### src/pkg/cmts_pkg.sv
// Constants, register map and types of the control mode and torque limit selector.
// Assumes one 50 MHz clock and Avalon-MM word addressing on the register port.
package cmts_pkg;

  localparam int DATA_W       = 32;
  localparam int ADDR_W       = 4;
  localparam int LIM_W        = 10;
  localparam int TREQ_W       = 12;
  localparam int NUM_IN_TERM  = 6;
  localparam int NUM_OUT_TERM = 3;
  localparam int TIDX_W       = 3;
  localparam int NUM_FUNC     = 6;
  localparam int SYNC_STAGES  = 2;

  // Logical input functions, each mapped to one physical terminal or to none
  localparam int FN_FWD = 0;
  localparam int FN_REV = 1;
  localparam int FN_MSW = 2;
  localparam int FN_ALT = 3;
  localparam int FN_SPA = 4;
  localparam int FN_SPB = 5;

  // Word addresses
  localparam logic [ADDR_W-1:0] REG_BASIC_FUNC = 4'h0;
  localparam logic [ADDR_W-1:0] REG_SPEED_OPT  = 4'h1;
  localparam logic [ADDR_W-1:0] REG_INPUT_MAP  = 4'h2;
  localparam logic [ADDR_W-1:0] REG_SPSEL_MAP  = 4'h3;
  localparam logic [ADDR_W-1:0] REG_OUTPUT_MAP = 4'h4;
  localparam logic [ADDR_W-1:0] REG_FWD_INT    = 4'h5;
  localparam logic [ADDR_W-1:0] REG_REV_INT    = 4'h6;
  localparam logic [ADDR_W-1:0] REG_FWD_EXT    = 4'h7;
  localparam logic [ADDR_W-1:0] REG_REV_EXT    = 4'h8;
  localparam logic [ADDR_W-1:0] REG_STATE      = 4'h9;
  localparam logic [ADDR_W-1:0] REG_IRQ_STAT   = 4'ha;
  localparam logic [ADDR_W-1:0] REG_IRQ_MASK   = 4'hb;
  localparam logic [ADDR_W-1:0] REG_FWD_ACT    = 4'hc;
  localparam logic [ADDR_W-1:0] REG_REV_ACT    = 4'hd;

  // Field positions
  localparam int MAP_NIB_W    = 4;
  localparam int ST_MODE_POS  = 0;
  localparam int ST_LIM_POS   = 4;
  localparam int ST_FUNC_POS  = 8;
  localparam int IRQ_LIM_BIT  = 0;
  localparam int IRQ_MODE_BIT = 1;
  localparam int IRQ_W        = 2;

  // Reset values
  localparam logic [3:0]        MODE_PAIR_RST = 4'h7;
  localparam logic [1:0]        SPEED_OPT_RST = 2'h0;
  localparam logic [15:0]       IN_MAP_RST    = 16'h7021;
  localparam logic [7:0]        SP_MAP_RST    = 8'h77;
  localparam logic [1:0]        OUT_MAP_RST   = 2'h0;
  localparam logic [LIM_W-1:0]  LIM_MAX       = 10'h320;
  localparam logic [LIM_W-1:0]  INT_LIM_RST   = 10'h320;
  localparam logic [LIM_W-1:0]  EXT_LIM_RST   = 10'h064;

  // Mode pair codes
  localparam logic [3:0] PAIR_ISPD_SPD  = 4'h4;
  localparam logic [3:0] PAIR_ISPD_POS  = 4'h5;
  localparam logic [3:0] PAIR_ISPD_TRQ  = 4'h6;
  localparam logic [3:0] PAIR_POS_SPD   = 4'h7;
  localparam logic [3:0] PAIR_POS_TRQ   = 4'h8;
  localparam logic [3:0] PAIR_TRQ_SPD   = 4'h9;
  localparam logic [3:0] PAIR_SPD_ZCLMP = 4'ha;
  localparam logic [3:0] PAIR_POS_INH   = 4'hb;

  localparam logic [1:0] SPEED_OPT_ANALOG_GATED = 2'h3;

  typedef enum logic [2:0] {
    MODE_INT_SPEED,
    MODE_SPEED,
    MODE_POSITION,
    MODE_TORQUE,
    MODE_ZERO_CLAMP,
    MODE_INHIBIT
  } cmts_mode_type;

endpackage

### src/hw/cmts_sync.sv
// Two-stage synchroniser for a bus of independent level inputs.
// Assumes the inputs are asynchronous pins; reset value is the inactive high level.
`timescale 1ns/1ps
`default_nettype none
module cmts_sync
  import cmts_pkg::*;
#(
  parameter int W = 1
) (
  input  wire logic         clk,
  input  wire logic         rst,
  input  wire logic [W-1:0] din,
  output var  logic [W-1:0] dout
);

  for (genvar i = 0; i < W; i++) begin : g_bit
    logic meta_r;
    always_ff @(posedge clk) begin
      if (rst) begin
        meta_r  <= 1'b1;
        dout[i] <= 1'b1;
      end else begin
        meta_r  <= din[i];
        dout[i] <= meta_r;
      end
    end
  end

endmodule // cmts_sync
`default_nettype wire

### src/hw/cmts_limit_select.sv
// Torque limit selection, torque-limited status and control mode selection.
// Assumes asynchronous active-low terminals, an analog limit and torque request
// already on clk, and an Avalon-MM master on the register port.
//
// The address map and the Avalon-MM slave port were chosen for this implementation.
`timescale 1ns/1ps
`default_nettype none

// What this block does
// - Forward select low: forward limit is min of analog, internal, external.
// - Forward select high: forward limit is the internal parameter only.
// - Reverse select low: reverse limit is min of analog, internal, external.
// - Reverse select high: reverse limit is the internal parameter only.
// - Functions sharing one terminal all see that terminal's state.
// - Torque-limited output low while torque is clamped, high otherwise.
// - Torque-limited output reaches a terminal only when mapped; default none.
// - Mode pair codes 4 to B select the documented pairs of modes.
// - Codes 4-6: both limit selects high leave internal speed control.
// - Mapped speed select inputs replace limit selects for internal speed switching.
// - Codes 7-B, switch low: speed, torque, speed, zero clamp, inhibit.
// - Codes 7-B, switch high: position, position, torque, speed, position.
// - Mode switch or alternate select both switch modes identically.
// - Limit parameters hold 0 to 800 percent and act on the next cycle.
// - Analog limit joins selection only when the speed option gates it.
module cmts_limit_select
  import cmts_pkg::*;
(
  input  wire logic                     clk,
  input  wire logic                     rst,
  input  wire logic [ADDR_W-1:0]        avsAddress,
  input  wire logic                     avsRead,
  input  wire logic                     avsWrite,
  input  wire logic [DATA_W-1:0]        avsWritedata,
  input  wire logic [3:0]               avsByteenable,
  output var  logic [DATA_W-1:0]        avsReaddata,
  output var  logic                     avsWaitrequest,
  input  wire logic [NUM_IN_TERM-1:0]   inTermN,
  input  wire logic [LIM_W-1:0]         analogLimit,
  input  wire logic signed [TREQ_W-1:0] torqueReq,
  output var  logic [LIM_W-1:0]         fwdTorqueLimit,
  output var  logic [LIM_W-1:0]         revTorqueLimit,
  output var  cmts_mode_type            activeMode,
  output var  logic                     torqueLimitedN,
  output var  logic [NUM_OUT_TERM-1:0]  outTermN,
  output var  logic                     irq
);

  ////////////////////////////////////////////////////////////////////////////
  // Declarations

  logic [3:0]             modePair_r;
  logic [1:0]             speedOpt_r;
  logic [15:0]            inMap_r;
  logic [7:0]             spdMap_r;
  logic [1:0]             outMap_r;
  logic [LIM_W-1:0]       fwdInt_r;
  logic [LIM_W-1:0]       revInt_r;
  logic [LIM_W-1:0]       fwdExt_r;
  logic [LIM_W-1:0]       revExt_r;
  logic [IRQ_W-1:0]       irqStat_r;
  logic [IRQ_W-1:0]       irqMask_r;
  logic [IRQ_W-1:0]       irqEvt;
  logic [IRQ_W-1:0]       irqClr;
  logic [NUM_IN_TERM-1:0] termSync;
  logic [TIDX_W-1:0]      funcIdx [NUM_FUNC];
  logic [NUM_FUNC-1:0]    funcOn;
  logic                   analogUse;
  logic                   spdMapped;
  logic [LIM_W-1:0]       fwdLimit_nxt;
  logic [LIM_W-1:0]       revLimit_nxt;
  cmts_mode_type          mode_nxt;
  logic                   reqNeg;
  logic [TREQ_W-1:0]      reqMag;
  logic                   limited_nxt;
  logic                   accept;
  logic                   done;
  logic                   wrEn;
  logic [DATA_W-1:0]      rdMux;
  logic [DATA_W-1:0]      beMask;

  function automatic logic [LIM_W-1:0] minLim(input logic [LIM_W-1:0] a,
                                               input logic [LIM_W-1:0] b);
    return (a < b) ? a : b;
  endfunction

  function automatic logic [LIM_W-1:0] clampLim(input logic [DATA_W-1:0] v);
    return (v > DATA_W'(LIM_MAX)) ? LIM_MAX : v[LIM_W-1:0];
  endfunction

  ////////////////////////////////////////////////////////////////////////////
  // Input terminals

  cmts_sync #(
    .W    (NUM_IN_TERM)
  ) u_sync (
    .clk  (clk),
    .rst  (rst),
    .din  (inTermN),
    .dout (termSync)
  );

  assign funcIdx[FN_FWD] = inMap_r[0*MAP_NIB_W +: TIDX_W];
  assign funcIdx[FN_REV] = inMap_r[1*MAP_NIB_W +: TIDX_W];
  assign funcIdx[FN_MSW] = inMap_r[2*MAP_NIB_W +: TIDX_W];
  assign funcIdx[FN_ALT] = inMap_r[3*MAP_NIB_W +: TIDX_W];
  assign funcIdx[FN_SPA] = spdMap_r[0*MAP_NIB_W +: TIDX_W];
  assign funcIdx[FN_SPB] = spdMap_r[1*MAP_NIB_W +: TIDX_W];

  // each function reads its terminal, shared terminals alike
  for (genvar i = 0; i < NUM_FUNC; i++) begin : g_func
    assign funcOn[i] = (funcIdx[i] < NUM_IN_TERM) ? ~termSync[funcIdx[i]] : 1'b0;
  end

  ////////////////////////////////////////////////////////////////////////////
  // Torque limit selection

  // analog limit only when gated by the speed option
  assign analogUse = (speedOpt_r == SPEED_OPT_ANALOG_GATED);

  always_comb begin
    fwdLimit_nxt = fwdInt_r;
    revLimit_nxt = revInt_r;
    // forward select active takes the smallest
    if (funcOn[FN_FWD]) begin
      fwdLimit_nxt = minLim(fwdInt_r, fwdExt_r);
      if (analogUse) begin
        fwdLimit_nxt = minLim(fwdLimit_nxt, analogLimit);
      end
    end
    // reverse select active takes the smallest
    if (funcOn[FN_REV]) begin
      revLimit_nxt = minLim(revInt_r, revExt_r);
      if (analogUse) begin
        revLimit_nxt = minLim(revLimit_nxt, analogLimit);
      end
    end
  end

  // internal limit alone while selects are high
  always_ff @(posedge clk) begin
    if (rst) begin
      fwdTorqueLimit <= INT_LIM_RST;
      revTorqueLimit <= INT_LIM_RST;
    end else begin
      fwdTorqueLimit <= fwdLimit_nxt;
      revTorqueLimit <= revLimit_nxt;
    end
  end

  ////////////////////////////////////////////////////////////////////////////
  // Torque-limited status

  assign reqNeg = torqueReq[TREQ_W-1];
  assign reqMag = reqNeg ? TREQ_W'(-torqueReq) : TREQ_W'(torqueReq);
  assign limited_nxt = reqNeg ? (reqMag > TREQ_W'(revTorqueLimit))
                              : (reqMag > TREQ_W'(fwdTorqueLimit));

  // low while the request is clamped
  always_ff @(posedge clk) begin
    if (rst) begin
      torqueLimitedN <= 1'b1;
    end else begin
      torqueLimitedN <= ~limited_nxt;
    end
  end

  // only a mapped terminal carries the status
  for (genvar j = 0; j < NUM_OUT_TERM; j++) begin : g_out
    always_ff @(posedge clk) begin
      if (rst) begin
        outTermN[j] <= 1'b1;
      end else begin
        outTermN[j] <= ~(limited_nxt && (outMap_r == 2'(j + 1)));
      end
    end
  end

  ////////////////////////////////////////////////////////////////////////////
  // Control mode selection

  assign spdMapped = (funcIdx[FN_SPA] < NUM_IN_TERM) || (funcIdx[FN_SPB] < NUM_IN_TERM);

  always_comb begin
    logic swOn;
    logic bothHigh;
    swOn     = funcOn[FN_MSW] | funcOn[FN_ALT];
    bothHigh = spdMapped ? !(funcOn[FN_SPA] | funcOn[FN_SPB])
                         : !(funcOn[FN_FWD] | funcOn[FN_REV]);
    mode_nxt = MODE_INHIBIT;
    case (modePair_r)
      PAIR_ISPD_SPD:  mode_nxt = bothHigh ? MODE_SPEED : MODE_INT_SPEED;
      PAIR_ISPD_POS:  mode_nxt = bothHigh ? MODE_POSITION : MODE_INT_SPEED;
      PAIR_ISPD_TRQ:  mode_nxt = bothHigh ? MODE_TORQUE : MODE_INT_SPEED;
      PAIR_POS_SPD:   mode_nxt = swOn ? MODE_SPEED : MODE_POSITION;
      PAIR_POS_TRQ:   mode_nxt = swOn ? MODE_TORQUE : MODE_POSITION;
      PAIR_TRQ_SPD:   mode_nxt = swOn ? MODE_SPEED : MODE_TORQUE;
      PAIR_SPD_ZCLMP: mode_nxt = swOn ? MODE_ZERO_CLAMP : MODE_SPEED;
      PAIR_POS_INH:   mode_nxt = swOn ? MODE_INHIBIT : MODE_POSITION;
      default:        mode_nxt = MODE_INHIBIT;
    endcase
  end

  always_ff @(posedge clk) begin
    if (rst) begin
      activeMode <= MODE_INHIBIT;
    end else begin
      activeMode <= mode_nxt;
    end
  end

  ////////////////////////////////////////////////////////////////////////////
  // Register bus: one wait cycle for every access

  assign accept = (avsRead | avsWrite) & avsWaitrequest;
  assign done   = (avsRead | avsWrite) & ~avsWaitrequest;
  assign wrEn   = avsWrite & done;
  assign beMask = {{8{avsByteenable[3]}}, {8{avsByteenable[2]}},
                   {8{avsByteenable[1]}}, {8{avsByteenable[0]}}};

  always_ff @(posedge clk) begin
    if (rst) begin
      avsWaitrequest <= 1'b1;
    end else begin
      avsWaitrequest <= ~accept;
    end
  end

  always_comb begin
    rdMux = '0;
    case (avsAddress)
      REG_BASIC_FUNC: rdMux = DATA_W'(modePair_r);
      REG_SPEED_OPT:  rdMux = DATA_W'(speedOpt_r);
      REG_INPUT_MAP:  rdMux = DATA_W'(inMap_r);
      REG_SPSEL_MAP:  rdMux = DATA_W'(spdMap_r);
      REG_OUTPUT_MAP: rdMux = DATA_W'(outMap_r);
      REG_FWD_INT:    rdMux = DATA_W'(fwdInt_r);
      REG_REV_INT:    rdMux = DATA_W'(revInt_r);
      REG_FWD_EXT:    rdMux = DATA_W'(fwdExt_r);
      REG_REV_EXT:    rdMux = DATA_W'(revExt_r);
      REG_STATE: begin
        rdMux[ST_MODE_POS +: 3]        = activeMode;
        rdMux[ST_LIM_POS]              = ~torqueLimitedN;
        rdMux[ST_FUNC_POS +: NUM_FUNC] = funcOn;
      end
      REG_IRQ_STAT:   rdMux = DATA_W'(irqStat_r);
      REG_IRQ_MASK:   rdMux = DATA_W'(irqMask_r);
      REG_FWD_ACT:    rdMux = DATA_W'(fwdTorqueLimit);
      REG_REV_ACT:    rdMux = DATA_W'(revTorqueLimit);
      default:        rdMux = '0;
    endcase
  end

  always_ff @(posedge clk) begin
    if (rst) begin
      avsReaddata <= '0;
    end else if (accept) begin
      avsReaddata <= avsRead ? rdMux : '0;
    end
  end

  // Mode and mapping configuration
  always_ff @(posedge clk) begin
    if (rst) begin
      modePair_r <= MODE_PAIR_RST;
      speedOpt_r <= SPEED_OPT_RST;
      inMap_r    <= IN_MAP_RST;
      spdMap_r   <= SP_MAP_RST;
      outMap_r   <= OUT_MAP_RST;
    end else if (wrEn) begin
      case (avsAddress)
        REG_BASIC_FUNC: modePair_r <= 4'((DATA_W'(modePair_r) & ~beMask) | (avsWritedata & beMask));
        REG_SPEED_OPT:  speedOpt_r <= 2'((DATA_W'(speedOpt_r) & ~beMask) | (avsWritedata & beMask));
        REG_INPUT_MAP:  inMap_r <= 16'((DATA_W'(inMap_r) & ~beMask) | (avsWritedata & beMask));
        REG_SPSEL_MAP:  spdMap_r <= 8'((DATA_W'(spdMap_r) & ~beMask) | (avsWritedata & beMask));
        REG_OUTPUT_MAP: outMap_r <= 2'((DATA_W'(outMap_r) & ~beMask) | (avsWritedata & beMask));
        default: ;
      endcase
    end
  end

  // limits clamp to 800 and act on the next cycle
  always_ff @(posedge clk) begin
    if (rst) begin
      fwdInt_r <= INT_LIM_RST;
      revInt_r <= INT_LIM_RST;
      fwdExt_r <= EXT_LIM_RST;
      revExt_r <= EXT_LIM_RST;
    end else if (wrEn) begin
      case (avsAddress)
        REG_FWD_INT: fwdInt_r <= clampLim((DATA_W'(fwdInt_r) & ~beMask) | (avsWritedata & beMask));
        REG_REV_INT: revInt_r <= clampLim((DATA_W'(revInt_r) & ~beMask) | (avsWritedata & beMask));
        REG_FWD_EXT: fwdExt_r <= clampLim((DATA_W'(fwdExt_r) & ~beMask) | (avsWritedata & beMask));
        REG_REV_EXT: revExt_r <= clampLim((DATA_W'(revExt_r) & ~beMask) | (avsWritedata & beMask));
        default: ;
      endcase
    end
  end

  ////////////////////////////////////////////////////////////////////////////
  // Interrupts: sticky status, cleared by read, set wins over clear

  assign irqEvt[IRQ_LIM_BIT]  = limited_nxt & torqueLimitedN;
  assign irqEvt[IRQ_MODE_BIT] = (mode_nxt != activeMode);
  assign irqClr = (done && avsRead && avsAddress == REG_IRQ_STAT) ? '1 : '0;

  always_ff @(posedge clk) begin
    if (rst) begin
      irqStat_r <= '0;
    end else begin
      irqStat_r <= (irqStat_r & ~irqClr) | irqEvt;
    end
  end

  always_ff @(posedge clk) begin
    if (rst) begin
      irqMask_r <= '0;
    end else if (wrEn && avsAddress == REG_IRQ_MASK) begin
      irqMask_r <= IRQ_W'((DATA_W'(irqMask_r) & ~beMask) | (avsWritedata & beMask));
    end
  end

  always_ff @(posedge clk) begin
    if (rst) begin
      irq <= 1'b0;
    end else begin
      irq <= |(((irqStat_r & ~irqClr) | irqEvt) & irqMask_r);
    end
  end
endmodule // cmts_limit_select
`default_nettype wire

### config.mk
export PLATFORM = sky130hd
export DESIGN_NAME = cmts_limit_select
export DESIGN_NICKNAME = d
export VERILOG_FILES = /design/src/pkg/cmts_pkg.sv /design/src/hw/cmts_sync.sv /design/src/hw/cmts_limit_select.sv
export SDC_FILE = /design/constraint.sdc
export NUM_CORES = 1
export LEC_CHECK = 0
export BUFFER_PORTS_ARGS = -buffer_cell sky130_fd_sc_hd__buf_4
export CORE_MARGIN = 10
export CORE_UTILIZATION = 60
export DETAILED_ROUTE_END_ITERATION = 8
export PLACE_DENSITY = 0.85
export SLEW_MARGIN = 10
export SYNTH_ARGS = -nofsm -noshare
export SYNTH_HDL_FRONTEND = slang
export SYNTH_SLANG_ARGS = --single-unit
### constraint.sdc
create_clock -name clk -period 10 [get_ports clk]
set_clock_uncertainty 0.15 [all_clocks]
set_input_delay 0.5 -clock clk [delete_from_list [all_inputs] [get_ports clk]]
set_output_delay 0.5 -clock clk [all_outputs]
set_load 0.02 [all_outputs]
Word-level counts from Yosys, hierarchy flattened

Index checks and enable logic that the tools add are counted.

Register bits: 149
Output and inout bits: 61
Logic and storage cells: 199

$add $sub $neg: 1
$lt $le $gt $ge: 22
Equal/unequal tests: 26
Multiplexer cells: 50
Bitwise gates (word level): 47
Reduce and logical (&&, ||, !) cells: 20

Operators by type and width:

| operator             | count |
|---|---|
| $and 10x32->32       | 4 |
| $gt 32x10->1 const B | 4 |
| $or 32x32->32        | 4 |
| $mux 10              | 12 |
| $pmux 3 s8           | 2 |
| $pmux 6 s8           | 1 |
| $pmux 3 s14          | 1 |
| $eq 4x4->1 const B   | 10 |
| $lt 10x10->1         | 4 |
| $and 32x32->32       | 1 |
| $eq 4x3->1 const B   | 8 |
| $mux 32              | 1 |
| $not 32->32          | 1 |
| $gt 12x10->1         | 2 |
| $lt 3x4->1 const B   | 6 |
| $bmux 1 s3           | 6 |
| $lt 3x3->1 const B   | 6 |
| $pmux 1 s9           | 2 |
| $reduce_and 2->1     | 9 |
| $and 16x16->16       | 1 |
| $mux 1               | 16 |
| $or 16x16->16        | 1 |
| $not 1->1            | 13 |
| $mux 12              | 1 |
| other kinds (22)     | 50 |

Depth between registers and ports, before layout

Gate-level depths: netlist of the first run.

Depth in word-level cells: 13
Depth in mapped cells: 18

Modules after synthesis

Synthesis of the first run repeated with hierarchy kept, for this count alone.

Cell total of the unflattened synthesis: 1077
Area, all modules: 8554.5 µm²

Modules (own cells, without submodules):

| module            | instances | cells each | area each (µm²) |
|---|---|---|---|
| cmts_limit_select | 1         | 1052       | 8234.1 |
| cmts_sync         | 1         | 25         | 320.3 |

Least setup slack after synthesis of the first run

No wires, ideal clock.

Kind: register to register
Start point: reg revExt_r[7]
End point: reg revTorqueLimit[5]
Library setup time: 0.095 ns
Arrival: 3.810 ns
Data required time: 9.755 ns
Setup slack: 5.945 ns
Stages on the path, launching flop included: 19
Clock period less this slack: 4.055 ns
Path through: dfxtp_1 -> inv_1 -> ha_1 -> a21o_1 -> a21o_1 -> a21oi_1 -> o21a_1 -> buf_2 -> mux2_2 -> ha_1 -> a21o_1 -> a21o_1 -> a21o_1 -> a211oi_1 -> o22a_1 -> o2111a_1 -> clkbuf_1 -> nor3_1 -> o311ai_1

Longest elaborated chain between the ends: 6

Ends and longest elaborated chain:

| item                   | line                     | RTL |
|---|---|---|
| start, declared        | cmts_limit_select.sv:59  | `logic [LIM_W-1:0] revExt_r;` |
| start signal, assigned | cmts_limit_select.sv:293 | `REG_REV_EXT: revExt_r <= clampLim((DATA_W'(revExt_r) & ~beMask) \| (avsWritedata & beMask));` |
| $lt 10x10->1           | cmts_limit_select.sv:83  | `return (a < b) ? a : b;` |
| $mux 10 (*)            | cmts_limit_select.sv:83  |  |
| $lt 10x10->1           | cmts_limit_select.sv:83  |  |
| $mux 10                | cmts_limit_select.sv:83  |  |
| $mux 10 (*)            | cmts_limit_select.sv:133 | `if (analogUse) begin` |
| $mux 10 (*)            | cmts_limit_select.sv:131 | `if (funcOn[FN_REV]) begin` |
| end signal, assigned   | cmts_limit_select.sv:146 | `revTorqueLimit <= revLimit_nxt;` |
| end, declared          | cmts_limit_select.sv:41  | `output var logic [LIM_W-1:0] revTorqueLimit,` |

Every way passes the cells marked *; elsewhere a longest branch is shown, timed or not.
A chain may end at the register's enable or synchronous reset.

Worst setup path after layout of the first run

Start point: reg fwdExt_r[1]
End point: reg fwdTorqueLimit[9]

Longest elaborated chain between the ends: 6

Ends and longest elaborated chain:

| item                   | line                     | RTL |
|---|---|---|
| start, declared        | cmts_limit_select.sv:58  | `logic [LIM_W-1:0] fwdExt_r;` |
| start signal, assigned | cmts_limit_select.sv:292 | `REG_FWD_EXT: fwdExt_r <= clampLim((DATA_W'(fwdExt_r) & ~beMask) \| (avsWritedata & beMask));` |
| $lt 10x10->1           | cmts_limit_select.sv:83  |  |
| $mux 10 (*)            | cmts_limit_select.sv:83  |  |
| $lt 10x10->1           | cmts_limit_select.sv:83  |  |
| $mux 10                | cmts_limit_select.sv:83  |  |
| $mux 10 (*)            | cmts_limit_select.sv:126 | `if (analogUse) begin` |
| $mux 10 (*)            | cmts_limit_select.sv:124 | `if (funcOn[FN_FWD]) begin` |
| end signal, assigned   | cmts_limit_select.sv:145 | `fwdTorqueLimit <= fwdLimit_nxt;` |
| end, declared          | cmts_limit_select.sv:40  | `output var logic [LIM_W-1:0] fwdTorqueLimit,` |

Marks and branches as above.

==> impl_metrics.ini, run 1 <==
[outcome]
status = completed

[setup_path]
worst_ep_arrival_time_ps = 4880
slowest_delay_ps = 460
end_kind = register
crit_chain = inv_1 > ha_1 > a21o_1 > a21oi_1 > o2111a_1 > o21ai_2 > mux2_2 > ha_1 > a21o_1 > a21o_1 > a2111oi_0 > o32ai_1 > nor3b_1 > o211a_1 > nor3_1 > o31ai_1
cp_common_cell = a21o_1
rrSetupSlack_ps = 5310
crit_type = register to register
start_kind = register
rr_startpoint = fwdExt_r[1]
r2r_end = fwdTorqueLimit[9]
path_max_fanout = 9
required_ps = 10190
reg2regPathDepth = 16
cp-startpoint = fwdExt_r[1]
worst_path_max_delay_cell = a2111oi_0
crit_end = fwdTorqueLimit[9]

[finish]
n_fill_cell = 1165
mostFrequentLayoutCell = dfxtp_1
fin_area_sq_um = 10000
syn_to_final_growth_pct = 16.8
nNetsFinal = 1284
n_antenna_cell = 0
layout-drive-gt1-share_pct = 17.6
mostFrequentLayoutCells = dfxtp_1, buf_4, nand2_1, nor2_1, inv_1
multi_input_area_sq_um = 5410
regArea_sq_um = 2660

[floorplanning]
coreArea_sq_um = 13900
initial_core_util_pct = 61.6
dieWidth_microns = 140
rows = 43
die_y_microns = 140
pin_count = 133
die_area_sq_um = 19500

[logic_synthesis]
yosysUniqueCellTypes = 75
synthCells = 1067
ys_async_sr_fraction_pct = 0
avgSynthCellArea_sq_um = 8.05
synth_edf_count = 0
syn_area_sq_um = 8590
synthFlopType = dfxtp_1
ys_seq_elements = 133
yosysWarnings = 0
ys_seq_area_share_pct = 31.0

[grt]
grt_max_degree = 90
gr-usage-met2_pct = 45.2
busiest_layer = met2
antenna_found_initial = 0
met3_usage_pct = 10.0
grt-ovfl-total = 0
gr-usage-met1_pct = 40.8
track_usage_pct = 31.1
grt_pass1_vias = 8527
grt_pass1_wl_mm = 48.5

[timing]
timing.setup.tns_ps = 0
max_slew_margin_pct = 22.1
hold_viol = 0
setup_viol = 0
worst_pin_slew_ps = 1160
fin_crit_sh_pct = 46.9
hold_slack_ps = 101
clock.fmax_mhz = 213
period_minus_slack_ps = 4690
rsz0062_at_grt = false
drv_slew = 0

[clock_network]
cts_setup_buffers = 0
cts_hold_buf = 0
cts_buffer_depth = 2
clkTransAtPathRegs_ps = 60
h-tree-depth = 4
cts_resized = 0
cts.sinks = 133
cts-root-buf = clkbuf_16
tritoncts = yes
numCtsBuffers = 17
clk_latency_ps = 430

[detailed_routing]
avgRoutedWirePerCell_microns = 23.8
finalWirelength_mm = 32.0
final_antenna_net_count = 0
routed_via_density = 6.70
vias = 9031
first_iter_violations = 1280
drc = 0
firstDrtPassIters = 8

[pwr]
max-vdd-ir-drop_mv = 0.125
powerDensity_nw_per_um2 = 132
finalPower_mw = 1.33
power_leakage_nw = 4.11

[flow_run]
maxCapViolCount = 0

[place]
place_hpwl_mm = 23.7
postPlaceCellArea_sq_um = 9470
gp_congestion = 1.05
portBuffers = 116

[hold_path]
hp-class = primary input to register
final cells by class:
class / instances / area share, %
Sequential cell: 133 / 26.5
Tap cell: 180 / 2.25
Multi-Input combinational cell: 814 / 53.9
Timing Repair Buffer: 122 / 9.13
Clock buffer: 24 / 4.90
Inverter: 67 / 2.51
Clock inverter: 8 / 0.736
per-layer routing:
metal  wire length (microns)  vias up
li1                        -     4074
met1                   12600     4171
met2                   13400      655
met3                    4390      131
met4                    1630        0
met5                       0        -
cells in the mapped netlist, types with 4 or more instances:
library cell	number	area share, %
o22ai_1	9	0.66
a21o_1	16	1.4
mux2i_1	21	2.4
dfxtp_1	133	31
a22o_1	7	0.71
nand3b_1	5	0.44
o211ai_1	20	1.7
nor3b_1	4	0.35
nand3_1	47	2.7
o221ai_1	4	0.41
o311ai_1	5	0.51
a32oi_1	6	0.61
o2111a_1	4	0.52
or2_2	16	1.2
nand4_1	12	0.87
xnor2_1	8	0.82
o21ai_1	5	0.29
o21ai_0	39	2.3
nor2b_1	22	1.6
o21a_1	5	0.44
buf_4	16	1.4
a221o_1	6	0.70
or4_1	4	0.35
nand2b_1	19	1.4
o311ai_0	8	0.82
and3_1	6	0.44
clkbuf_1	46	2.0
or3_1	6	0.44
ha_1	57	8.3
o31ai_1	10	0.87
nor3_1	21	1.2
nor4_1	7	0.51
a222oi_1	8	0.93
mux2_2	22	2.9
a21oi_1	57	3.3
a31oi_1	6	0.44
a22oi_1	50	4.4
nor2_1	86	3.8
inv_1	66	2.9
mux4_2	5	1.3
a211oi_1	7	0.61
nand2_1	118	5.2
per-stage QoR:
step,setup WS [ps],cells,util [%]
2_1_floorplan,5940,1082,-
3_3_place_gp,5500,1316,67.9
3_5_place_dp,5410,1316,67.9
4_1_cts,5390,1348,72.0
5_1_grt,5160,1348,72.0
6_report,5310,1348,72.0
power breakdown:
part | switching [mW] | internal, mW
Clock | 0.239 | 0.367
Combinational | 0.111 | 0.0655
Sequential | 0.00921 | 0.538
Total | 0.358 | 0.970
cells by family after synthesis:
kind of cell	share of synthesized area [%]
AO/OA/AOI/OAI	25.1
XOR/XNOR	0.816
multiplexers	6.64
adder cells (fa/ha/maj)	8.31
flip-flops	31.0
other	0.0437
AND/OR/NAND/NOR	21.5
buffers and inverters	6.64
worst max-delay path, delay by kind of cell, from the launching register on:
family / cells / cell delay, ps
fa+ha+maj: 2 / 560
flops: 1 / 430
compound gates: 10 / 2480
mux: 1 / 420
simple gates: 2 / 490
buf+inv: 1 / 70
how the worst min path moves through the flow:
stage | from | cells after the start | slack (ps) | to
finish | inTermN[5] | 2 | 100 | u_sync.g_bit[5].meta_r
global route | inTermN[5] | 2 | 90 | u_sync.g_bit[5].meta_r
CTS | inTermN[4] | 2 | 100 | u_sync.g_bit[4].meta_r
detailed placement | u_sync.g_bit[5].meta_r | 1 | 250 | u_sync.dout[5]
global placement | u_sync.g_bit[1].meta_r | 1 | 240 | u_sync.dout[1]
floorplan | u_sync.g_bit[0].meta_r | 1 | 240 | u_sync.dout[0]
Power figures use the tool's default switching activity.
==> run 2: changes to the inputs <==
- ABC_AREA: default -> 1
- CORE_UTILIZATION: 60 -> 53
- PLACE_DENSITY: 0.85 -> 0.79
- clock period: 10 -> 3.9 ns (I/O delays scaled with it)
==> impl_metrics.ini, run 2 <==
[logic_synthesis]
yosysWarnings = 0
synth.area.top_cells = dfxtp_1, nand2_1, ha_1
synthCells = 1327
synthXorXnorAreaFrac_pct = 0.894
ys_async_sr_fraction_pct = 0
avgSynthCellArea_sq_um = 6.64
yosysUniqueCellTypes = 45
synthFlopType = dfxtp_1
netlist_top_cells_count = nand2_1, inv_1, dfxtp_1
ys_seq_area_share_pct = 30.2
synth_edf_count = 0
ys_seq_elements = 133
yosysTopAreaCell = dfxtp_1
syn_area_sq_um = 8820
synth_top_area_share_pct = 30.2
synth_simple_gate_area_share_pct = 25.4
synthMuxAreaShare_pct = 0
synth_compound_area_share_pct = 23.4
synthAdderAreaFrac_pct = 8.09
synth_most_common_cell = nand2_1
synth_top_family_by_area = simple AND/OR/NAND/NOR gates

[floorplanning]
pin_count = 133
dieWidth_microns = 149
die_y_microns = 149
die_area_sq_um = 22200
coreArea_sq_um = 16500
rows = 47
initial_core_util_pct = 53.5

[place]
portBuffers = 116
gp_congestion = 1.05
place_hpwl_mm = 23.4

[timing]
rsz0062_at_grt = false
timing.setup.tns_ps = 0
period_minus_slack_ps = 3580
setup_viol = 0
max_slew_margin_pct = 26.4
hold_viol = 0
drv_slew = 0
clock.fmax_mhz = 280
worst_pin_slew_ps = 1100
fin_crit_sh_pct = 91.7

[hold_path]
worstHoldPathCells = 5
whs_endpoint = revTorqueLimit[3]
hp-class = primary input to register
hp-start = analogLimit[3]

[setup_path]
required_ps = 4080
rrSetupSlack_ps = 320
crit_type = register to register
rr_startpoint = fwdExt_r[9]
r2r_end = fwdTorqueLimit[0]
reg2regPathDepth = 15
start_kind = register
path_max_fanout = 20
end_kind = register
worst_ep_arrival_time_ps = 3760

[grt]
antenna_found_initial = 0
track_usage_pct = 27.1
grt_pass1_wl_mm = 48.4
grt_max_degree = 77
grt-ovfl-total = 0
grt_pass1_vias = 9026

[clock_network]
clk_latency_ps = 430
cts-root-buf = clkbuf_16
cts_buffer_depth = 2
tritoncts = yes
cts_setup_buffers = 0
h-tree-depth = 4
cts.sinks = 133
numCtsBuffers = 17
clkTransAtPathRegs_ps = 60

[finish]
nNetsFinal = 1581
layout-drive-gt1-share_pct = 14.1
syn_to_final_growth_pct = 20.2
mostFrequentLayoutCell = nand2_1
n_antenna_cell = 0
mostFrequentLayoutCells = nand2_1, inv_1, dfxtp_1, buf_4, a21oi_1
n_fill_cell = 1513

[detailed_routing]
firstDrtPassIters = 6
drc = 0
finalWirelength_mm = 30.8
first_iter_violations = 1159
top_layer_used = met4
vias = 9714
routed_via_density = 5.76
wl_met3_mm = 3.45
avgRoutedWirePerCell_microns = 18.3
wl_met2_mm = 14.0
final_antenna_net_count = 0
wirelength_met1_mm = 12.3

[flow_run]
maxCapViolCount = 0

[pwr]
finalPower_mw = 3.54
max-vdd-ir-drop_mv = 0.294
powerDensity_nw_per_um2 = 334
power_leakage_nw = 5.05

[outcome]
status = completed
[run 2: cell count changes after synthesis, moves of 26 or more]
cell / delta
o21ai_0: +79
inv_1: +116
a21oi_1: +59
nand3_1: +42
a22oi_1: -48
nand2_1: +170
o22ai_1: +26
[run 2: final cells by class]
type	instances	area (sq um)	share of cell area [%]
multi-input combinational	957	5160	48.7
clock inverter	15	159	1.50
inverter	193	724	6.83
sequential	133	2660	25.1
clock buffer	17	425	4.01
tap	220	275	2.60
timing repair buffer	150	1190	11.3
[run 2: worst max-delay path by stage]
stage	startpoint	endpoint	slack, ps
finish	fwdExt_r[9]	fwdTorqueLimit[0]	320
global route	fwdExt_r[9]	fwdTorqueLimit[0]	90
CTS	fwdExt_r[9]	fwdTorqueLimit[3]	190
detailed placement	fwdExt_r[9]	fwdTorqueLimit[6]	260
global placement	fwdExt_r[9]	fwdTorqueLimit[0]	360
floorplan	fwdExt_r[9]	fwdTorqueLimit[0]	980
[run 2: cells by family (layout without fill, tap and decap cells)]
family | Yosys count | in the layout
AO/OA/AOI/OAI | 355 | 355
XOR/XNOR | 9 | 9
adder cells (fa/ha/maj) | 57 | 57
buffers and inverters | 252 | 375
flip-flops | 133 | 133
other | 1 | 16
AND/OR/NAND/NOR | 520 | 520
[run 2: per-layer routing]
layer,track usage [%],up-vias
met4,9.86,0
met1,34.7,4376
li1,-,4652
met5,0,-
met3,6.55,89
met2,43.5,597
[run 2: repair_timing]
item | 4_1_cts | 5_1_grt
endpoints found under the hold margin | 52 | 0
resized for setup | 0 | 7
hold buffers | 27 | 0
endpoints found under the setup margin | 0 | 12
[run 2: metrics by stage]
step	hold slack (ps)	setup WS, ps	cell area [sq um]	util, %	std cells
floorplan	149	984	8870	-	1342
global placement	229	361	9740	59.2	1626
detailed placement	231	261	9740	59.2	1626
CTS	4.71	185	10600	64.4	1685
global route	21.6	85.2	10600	64.4	1685
finish	18.3	323	10600	64.4	1685
[run 2: critical path, stage by stage, from the launching register on]
cell     delay [ps]
dfxtp_1         380
inv_1            90
ha_1            290
a21o_1          160
nor2_1          220
nand3_2         350
o21ai_0         580
ha_1            250
a21oi_1          90
o221a_2         280
nand2_2         270
nand2_1          90
nand2_1         100
nand3_1          60
nand2_1          80
inv_1            30
[run 2: power by group]
part	total [mW]	internal [mW]	switching (mW)
clock network	1.61	0.905	0.707
registers	1.41	1.38	0.0235
logic	0.522	0.194	0.328
